## config.mk

```make
export PLATFORM = sky130hd
export DESIGN_NAME = tmr8_core
export DESIGN_NICKNAME = d
export VERILOG_FILES = /design/src/hdl/tmr8_pkg.sv /design/src/hdl/tmr8_core.sv
export SDC_FILE = /design/constraint.sdc
export NUM_CORES = 1
export LEC_CHECK = 0
export BUFFER_PORTS_ARGS = -buffer_cell sky130_fd_sc_hd__buf_2
export CORE_AREA = 2 2 97 99
export DETAILED_ROUTE_END_ITERATION = 12
export DIE_AREA = 0 0 99 101
export HOLD_SLACK_MARGIN = 0.05
export PLACE_DENSITY = 0.76
export SLEW_MARGIN = 40
export SYNTH_ARGS = -nofsm -noshare
export SYNTH_HDL_FRONTEND = slang
export SYNTH_SLANG_ARGS = --single-unit
```

## constraint.sdc

```tcl
create_clock -name clk -period 3.2 [get_ports clk]
set_input_delay 0.48 -clock clk [delete_from_list [all_inputs] [get_ports clk]]
set_output_delay 0.48 -clock clk [all_outputs]
set_load 0.05 [all_outputs]
```

## src/hdl/tmr8_pkg.sv

```systemverilog
/*
 Package for the 8-bit timer/counter: register offsets, field positions,
 reset values, clock-select and wave-mode codes, prescaler width.
 Assumes a 32-bit APB slave with one register per aligned word.
*/
package tmr8_pkg;
	// ==========================================================
	// Register byte offsets
	localparam logic [7:0] TMR8_OFS_CTRL_A = 8'h00;
	localparam logic [7:0] TMR8_OFS_CLK_CTRL = 8'h04;
	localparam logic [7:0] TMR8_OFS_COUNT = 8'h08;
	localparam logic [7:0] TMR8_OFS_CMP_A = 8'h0c;
	localparam logic [7:0] TMR8_OFS_CMP_B = 8'h10;
	localparam logic [7:0] TMR8_OFS_IRQ_MASK = 8'h14;
	localparam logic [7:0] TMR8_OFS_IRQ_FLAGS = 8'h18;
	localparam logic [7:0] TMR8_OFS_GLOBAL_IE = 8'h1c;
	// ==========================================================
	// Field positions
	localparam int TMR8_BIT_FORCE_A = 7;
	localparam int TMR8_BIT_FORCE_B = 6;
	localparam int TMR8_BIT_WAVE_HIGH = 3;
	localparam int TMR8_BIT_OVF = 0;
	localparam int TMR8_BIT_MATCH_A = 1;
	localparam int TMR8_BIT_MATCH_B = 2;
	localparam logic [7:0] TMR8_CLK_CTRL_RMASK = 8'h0f;
	localparam logic [7:0] TMR8_CTRL_A_RMASK = 8'hf3;
	localparam logic [7:0] TMR8_IRQ_RMASK = 8'h07;
	localparam logic [7:0] TMR8_RESET_BYTE = 8'h00;
	localparam logic [7:0] TMR8_MAX = 8'hff;
	localparam logic [7:0] TMR8_BOTTOM = 8'h00;
	// ==========================================================
	// Clock select codes
	localparam logic [2:0] TMR8_CS_STOP = 3'h0;
	localparam logic [2:0] TMR8_CS_DIV1 = 3'h1;
	localparam logic [2:0] TMR8_CS_DIV8 = 3'h2;
	localparam logic [2:0] TMR8_CS_DIV64 = 3'h3;
	localparam logic [2:0] TMR8_CS_DIV256 = 3'h4;
	localparam logic [2:0] TMR8_CS_DIV1024 = 3'h5;
	localparam logic [2:0] TMR8_CS_EXT_FALL = 3'h6;
	localparam logic [2:0] TMR8_CS_EXT_RISE = 3'h7;
	localparam int TMR8_PRESC_W = 10;
	// ==========================================================
	// Wave modes
	localparam logic [2:0] TMR8_WM_NORMAL = 3'h0;
	localparam logic [2:0] TMR8_WM_PC_FF = 3'h1;
	localparam logic [2:0] TMR8_WM_CLR_CMP = 3'h2;
	localparam logic [2:0] TMR8_WM_FAST_FF = 3'h3;
	localparam logic [2:0] TMR8_WM_PC_CMP = 3'h5;
	localparam logic [2:0] TMR8_WM_FAST_CMP = 3'h7;

	typedef struct packed {
		logic match_b;
		logic match_a;
		logic ovf;
	} tmr8_irq_t;
endpackage

```

## src/hdl/tmr8_core.sv

```systemverilog
/*
 8-bit timer/counter with two compare channels, interrupt flags and an
 APB register slave. Assumes APB master and inputs synchronous to clk.
*/
`timescale 1ns/10ps
module tmr8_core
	import tmr8_pkg::*;
(
	input wire logic clk,
	input wire logic rst_b,
	input wire logic psel,
	input wire logic penable,
	input wire logic pwrite,
	input wire logic [7:0] paddr,
	input wire logic [31:0] pwdata,
	output logic [31:0] prdata,
	output logic pready,
	output logic pslverr,
	input wire logic external_count_pin,
	input wire tmr8_irq_t irq_ack,
	output logic wave_out_a,
	output logic wave_out_b,
	output tmr8_irq_t irq_req,
	output logic irq
);
	// ==========================================================
	// Registers
	logic [7:0] ctrl_a_r;
	logic [3:0] clk_ctrl_r;
	logic [7:0] count_r;
	logic [7:0] cmp_a_r;
	logic [7:0] cmp_b_r;
	logic [2:0] mask_r;
	tmr8_irq_t flags_r;
	logic global_ie_r;
	logic [TMR8_PRESC_W-1:0] presc_r;
	logic pin_d_r;
	logic blocked_r;
	logic dir_down_r;
	logic wave_a_r;
	logic wave_b_r;

	logic wr;
	logic [2:0] wave_mode_select;
	logic [2:0] clock_source_select;
	logic is_pwm;
	logic tick;
	logic [7:0] top;
	logic match_a;
	logic match_b;
	logic ovf_ev;
	logic force_a;
	logic force_b;
	logic count_wr;
	logic [7:0] count_nxt;
	logic dir_nxt;

	assign wr = psel && penable && pwrite;
	assign pready = 1'b1;
	assign wave_mode_select = {clk_ctrl_r[TMR8_BIT_WAVE_HIGH], ctrl_a_r[1:0]};
	assign clock_source_select = clk_ctrl_r[2:0];
	assign is_pwm = wave_mode_select[0];
	assign top = (wave_mode_select[2] || wave_mode_select == TMR8_WM_CLR_CMP) ?
		cmp_a_r : TMR8_MAX;

	function automatic logic hit(input logic [7:0] a);
		hit = wr && paddr == a;
	endfunction

	// Output action on a match: 01 toggle, 10 clear, 11 set
	function automatic logic act(input logic [1:0] m, input logic cur);
		case (m)
			2'h1: act = !cur;
			2'h2: act = 1'b0;
			2'h3: act = 1'b1;
			default: act = cur;
		endcase
	endfunction

	// ==========================================================
	// Timer clock select
	always_ff @(posedge clk or negedge rst_b) begin
		if (!rst_b) begin
			presc_r <= '0;
			pin_d_r <= 1'b0;
		end else begin
			presc_r <= presc_r + 1'b1;
			pin_d_r <= external_count_pin;
		end
	end

	// Pin sampled directly: its output driver does not gate counting
	always_comb begin
		case (clock_source_select)
			TMR8_CS_STOP: tick = 1'b0;
			TMR8_CS_DIV1: tick = 1'b1;
			TMR8_CS_DIV8: tick = &presc_r[2:0];
			TMR8_CS_DIV64: tick = &presc_r[5:0];
			TMR8_CS_DIV256: tick = &presc_r[7:0];
			TMR8_CS_DIV1024: tick = &presc_r[9:0];
			TMR8_CS_EXT_FALL: tick = pin_d_r && !external_count_pin;
			TMR8_CS_EXT_RISE: tick = !pin_d_r && external_count_pin;
			default: tick = 1'b0;
		endcase
	end

	// ==========================================================
	// Counter
	assign count_wr = hit(TMR8_OFS_COUNT);
	assign match_a = tick && !blocked_r && count_r == cmp_a_r;
	assign match_b = tick && !blocked_r && count_r == cmp_b_r;

	always_comb begin
		count_nxt = count_r + 8'h01;
		dir_nxt = dir_down_r;
		ovf_ev = 1'b0;
		if (is_pwm && !wave_mode_select[1]) begin
			// Bottom is met after the turn upwards, so flag it in either direction
			ovf_ev = count_r == TMR8_BOTTOM;
			if (dir_down_r) begin
				count_nxt = count_r - 8'h01;
				if (count_r == TMR8_BOTTOM + 8'h01 || count_r == TMR8_BOTTOM) begin
					dir_nxt = 1'b0;
				end
				if (count_r == TMR8_BOTTOM) begin
					count_nxt = TMR8_BOTTOM + 8'h01;
				end
			end else if (count_r >= top) begin
				count_nxt = count_r - 8'h01;
				dir_nxt = 1'b1;
			end
		end else if (count_r == top && wave_mode_select != TMR8_WM_NORMAL) begin
			count_nxt = TMR8_BOTTOM;
			ovf_ev = wave_mode_select == TMR8_WM_FAST_CMP;
		end
		if (count_r == TMR8_MAX && wave_mode_select != TMR8_WM_FAST_CMP &&
				!(is_pwm && !wave_mode_select[1])) begin
			ovf_ev = 1'b1;
		end
	end

	always_ff @(posedge clk or negedge rst_b) begin
		if (!rst_b) begin
			count_r <= TMR8_RESET_BYTE;
			dir_down_r <= 1'b0;
			blocked_r <= 1'b0;
		end else if (count_wr) begin
			count_r <= pwdata[7:0];
			blocked_r <= 1'b1;
		end else if (tick) begin
			count_r <= count_nxt;
			dir_down_r <= dir_nxt;
			blocked_r <= 1'b0;
		end
	end

	// ==========================================================
	// Waveform outputs and force strobes
	assign force_a = hit(TMR8_OFS_CLK_CTRL) && pwdata[TMR8_BIT_FORCE_A] &&
		!is_pwm;
	assign force_b = hit(TMR8_OFS_CLK_CTRL) && pwdata[TMR8_BIT_FORCE_B] &&
		!is_pwm;

	// Forced matches only steer the outputs, never flags or counter
	always_ff @(posedge clk or negedge rst_b) begin
		if (!rst_b) begin
			wave_a_r <= 1'b0;
			wave_b_r <= 1'b0;
		end else begin
			if (force_a || (match_a && !is_pwm)) begin
				wave_a_r <= act(ctrl_a_r[7:6], wave_a_r);
			end else if (match_a) begin
				wave_a_r <= ctrl_a_r[6] ^ dir_down_r;
			end else if (tick && count_r == top && wave_mode_select[1] &&
					is_pwm) begin
				wave_a_r <= !ctrl_a_r[6];
			end
			if (force_b || (match_b && !is_pwm)) begin
				wave_b_r <= act(ctrl_a_r[5:4], wave_b_r);
			end else if (match_b) begin
				wave_b_r <= ctrl_a_r[4] ^ dir_down_r;
			end else if (tick && count_r == top && wave_mode_select[1] &&
					is_pwm) begin
				wave_b_r <= !ctrl_a_r[4];
			end
		end
	end
	assign wave_out_a = (ctrl_a_r[7:6] != 2'h0) && wave_a_r;
	assign wave_out_b = (ctrl_a_r[5:4] != 2'h0) && wave_b_r;

	// ==========================================================
	// Control registers
	always_ff @(posedge clk or negedge rst_b) begin
		if (!rst_b) begin
			ctrl_a_r <= TMR8_RESET_BYTE;
			clk_ctrl_r <= '0;
			cmp_a_r <= TMR8_RESET_BYTE;
			cmp_b_r <= TMR8_RESET_BYTE;
			mask_r <= '0;
			global_ie_r <= 1'b0;
		end else begin
			if (hit(TMR8_OFS_CTRL_A)) begin
				ctrl_a_r <= pwdata[7:0] & TMR8_CTRL_A_RMASK;
			end
			if (hit(TMR8_OFS_CLK_CTRL)) begin
				clk_ctrl_r <= pwdata[3:0];
			end
			if (hit(TMR8_OFS_CMP_A)) begin
				cmp_a_r <= pwdata[7:0];
			end
			if (hit(TMR8_OFS_CMP_B)) begin
				cmp_b_r <= pwdata[7:0];
			end
			if (hit(TMR8_OFS_IRQ_MASK)) begin
				mask_r <= pwdata[2:0];
			end
			if (hit(TMR8_OFS_GLOBAL_IE)) begin
				global_ie_r <= pwdata[0];
			end
		end
	end

	// ==========================================================
	// Interrupt flags: a set in the clearing cycle wins
	tmr8_irq_t set_ev;
	tmr8_irq_t clr_ev;
	assign set_ev = '{match_b: match_b, match_a: match_a, ovf: tick && ovf_ev};
	assign clr_ev = tmr8_irq_t'((hit(TMR8_OFS_IRQ_FLAGS) ? pwdata[2:0] : 3'h0)
		| irq_ack);

	always_ff @(posedge clk or negedge rst_b) begin
		if (!rst_b) begin
			flags_r <= '0;
		end else begin
			flags_r <= tmr8_irq_t'(set_ev | (flags_r & ~clr_ev));
		end
	end

	assign irq_req = tmr8_irq_t'(flags_r & mask_r & {3{global_ie_r}});
	assign irq = |irq_req;

	// ==========================================================
	// Read path
	always_ff @(posedge clk or negedge rst_b) begin
		if (!rst_b) begin
			prdata <= '0;
			pslverr <= 1'b0;
		end else if (psel && !penable) begin
			pslverr <= 1'b0;
			prdata <= '0;
			case (paddr)
				TMR8_OFS_CTRL_A: prdata[7:0] <= ctrl_a_r;
				TMR8_OFS_CLK_CTRL: prdata[7:0] <= {4'h0, clk_ctrl_r};
				TMR8_OFS_COUNT: prdata[7:0] <= count_r;
				TMR8_OFS_CMP_A: prdata[7:0] <= cmp_a_r;
				TMR8_OFS_CMP_B: prdata[7:0] <= cmp_b_r;
				TMR8_OFS_IRQ_MASK: prdata[7:0] <= {5'h00, mask_r};
				TMR8_OFS_IRQ_FLAGS: prdata[7:0] <= {5'h00, flags_r};
				TMR8_OFS_GLOBAL_IE: prdata[0] <= global_ie_r;
				default: pslverr <= 1'b1;
			endcase
		end
	end
endmodule

```

==> metrics.cfg <==
[sta]
setup_tns_ps=0
finClkSkew_ps=9.07
grt_setup_unrepaired=no
worstMarginPinSlew_ps=731
fin_crit_sh=0.923
setup_viol=0
slew_headroom=0.510
slew_violations=0
max_freq_mhz=339
period_needed_ps=2950
hold_viol_final=0

[global_routing]
antenna_found_initial=0
grt_pass1_wl_mm=17.9
grt_max_degree=27
grtUsageTotal=0.228
grt_pass1_vias=3573
grt-ovfl-total=0

[routing]
drc=0
routedWlPerCell_um=18.6
final_antenna_net_count=0
wirelength_mm=11.2
dr.first_iter.drc_count=346
viasPerCell=6.09
drt-pass1-iter-count=5
vias=3670

[clocking]
htree_levels=3
cts_hold_buf=0
clk_latency_ps=350
clockRootBuffer=clkbuf_8
cts_buffers=9
cts_tree=done
cts_resized=0
cts_setup_buffers=0
cts_buffer_depth=2
clk_pin_slew_ps=80
cts_sinks=65

[power_and_ir_drop]
peakVddDrop_mv=0.291
power_w=0.00204
leakage_nw=2.35
power_density_nw_per_um2=422

[setup_path]
worst-path-buf-inv=1
worstSetupPathType=flop to flop
crit_top_cell=a21oi_1
cp_slowest_cell=a2111o_1
worstSetupPathDepth=10
crit_path_end_kind=flop
worstRegToRegCells=10
crit_chain=inv_1 > a21oi_1 > or2_2 > ha_1 > nand2b_1 > a221o_1 > a2111o_1 > o21ai_4 > a22oi_1 > a21oi_1
crit_path_start_kind=flop
arrival_ps=3230
critPathTopFamily=compound AO/OA/AOI/OAI gates
cp.required_ps=3480
critical-path-max-stage-delay_ps=470
cp_max_fo=6

[finish]
drive_above_1_share=0.240
register_area_sq_um=1630
multi_input_area_sq_um=2500
final_nets=552
syn2layout_area_growth_pct=9.69
antenna_cells=0
nFillCells=777

[yosys]
avgSynthCellArea_sq_um=9.85
synthArstFlopShare=1.00
synth_ff_type=dfrtp_1
ys_warn_count=0
yosysSeqAreaShare=0.368
synth_area_sq_um=4410
synth-edff-count=0
synth_cell_types=76
syn_inst=448
ys_seq_elements=65

[floorplan]
io_pins=89
dieArea_sq_um=10000
die_width_um=99
core_area_sq_um=8980
num_rows=35
start_util=0.492
die_h_um=101

[placement]
dp_hpwl_mm=8.29
port_buffers=39
gp_congestion=0.961

[run]
drv_cap=0

[outcome]
status=complete, no violations

[hold_path]
holdCritPathClass=input port to asynchronous set/reset pin

## logic make-up after synthesis
| family | Yosys count | synth area share |
|---|---|---|
| buf+inv | 59 | 0.0853 |
| flops | 65 | 0.368 |
| other cells | 2 | 0.00170 |
| simple gates | 143 | 0.184 |
| fa+ha+maj | 16 | 0.0454 |
| xor+xnor | 36 | 0.0714 |
| mux | 35 | 0.0901 |
| compound gates | 92 | 0.153 |
## area by class of cell
cell class | count | area share
inverter | 15 | 0.0116
multi-input combinational | 347 | 0.516
timing repair buffer | 49 | 0.0558
tap | 111 | 0.0287
clock inverter | 6 | 0.0238
sequential | 65 | 0.336
clock buffer | 10 | 0.0284
## per-stage QoR
stage                     cells  hold WS, ps  cell area [sq um]  setup slack (ps)   util
final                       603         94.7               4840               248  0.539
after floorplan             471          184               4500               193      -
after CTS                   603          106               4840               259  0.539
after global routing        603          119               4840              75.1  0.539
after global placement      587          456               4590               370  0.511
after detailed placement    587          459               4590               288  0.511
## registers in the layout, indices dropped and copies added, names as in the netlist
| register | flops |
|---|---|
| presc_r | 10 |
| cmp_a_r | 8 |
| cmp_b_r | 8 |
| count_r | 8 |
| prdata | 8 |
| ctrl_a_r | 6 |
| clk_ctrl_r | 4 |
| flags_r | 3 |
| mask_r | 3 |
| blocked_r | 1 |
| dir_down_r | 1 |
| global_ie_r | 1 |
| pin_d_r | 1 |
| pslverr | 1 |
| wave_a_r | 1 |
| wave_b_r | 1 |
## cells in the final DEF (no fill, tap or decap), types with 3 or more instances in the layout
cell	synthesis	routed
mux2i_1	6	6
nor3_2	3	3
a22oi_1	4	4
and3_1	12	12
o21ai_0	27	27
dfrtp_1	65	65
nand3_1	15	15
xnor2_1	25	25
a211oi_1	3	3
xor2_1	11	11
nand2_1	34	34
nand2b_1	3	3
buf_2	4	39
buf_4	27	10
mux2_2	28	28
nor2_1	26	26
clkbuf_8	0	10
a222oi_1	5	5
nand3b_1	3	3
inv_1	15	15
conb_1	2	25
a21oi_1	14	14
a22o_1	3	3
nand4_1	5	5
nor3_1	9	9
bufinv_16	0	3
or3_1	6	6
ha_1	16	16
o22ai_1	3	3
a21boi_0	4	4
## final timing paths
kind / start / end / slack (ps)
max: ctrl_a_r[0] / count_r[3] / 250
min: rst_b / count_r[4] / 90
max reg2reg: ctrl_a_r[0] / count_r[3] / 250
min reg2reg: presc_r[9] / presc_r[9] / 470
max in group asynchronous: rst_b / ctrl_a_r[0] / 2360
min in group clk: external_count_pin / pin_d_r / 270
## metal layers
metal | vias up | GRT usage | wire length [um]
li1 | 1651 | - | -
met4 | 0 | 0.0864 | 244
met3 | 27 | 0.0458 | 871
met1 | 1813 | 0.296 | 4660
met2 | 179 | 0.375 | 5450
met5 | - | 0 | 0
## cells in the mapped netlist (all sizes together) (3+ instances only)
cell	number	area [sq um]
a22o	3	26.3
dfrtp	65	1630
ha	16	200
or3	7	45.1
inv	15	56.3
a222oi	5	50.1
nor3	13	91.3
nand3b	3	22.5
a21boi	4	30.0
o22ai	4	31.3
clkbuf	6	22.5
nand4	5	31.3
o21ai	29	156
nor2	27	104
a211oi	3	22.5
nand2	36	145
or2	3	18.8
xnor2	25	219
nor4	4	61.3
or4	4	37.5
nand2b	3	18.8
nand3	15	75.1
a22oi	5	42.5
a21oi	14	70.1
and3	13	82.6
buf	38	298
xor2	11	96.3
mux2i	6	60.1
mux2	28	315
a31o	3	35.0
a221oi	3	32.5
## report_power, final
| part | internal, W | leakage (nW) | total, W | switching, W |
|---|---|---|---|---|
| sequential | 0.000837 | 0.881 | 0.000866 | 0.0000293 |
| combinational | 0.0000908 | 1.35 | 0.000293 | 0.000202 |
| clock | 0.000541 | 0.123 | 0.000883 | 0.000342 |
| total | 0.00147 | 2.35 | 0.00204 | 0.000573 |
No activity file was read; power rests on OpenSTA's default activity.
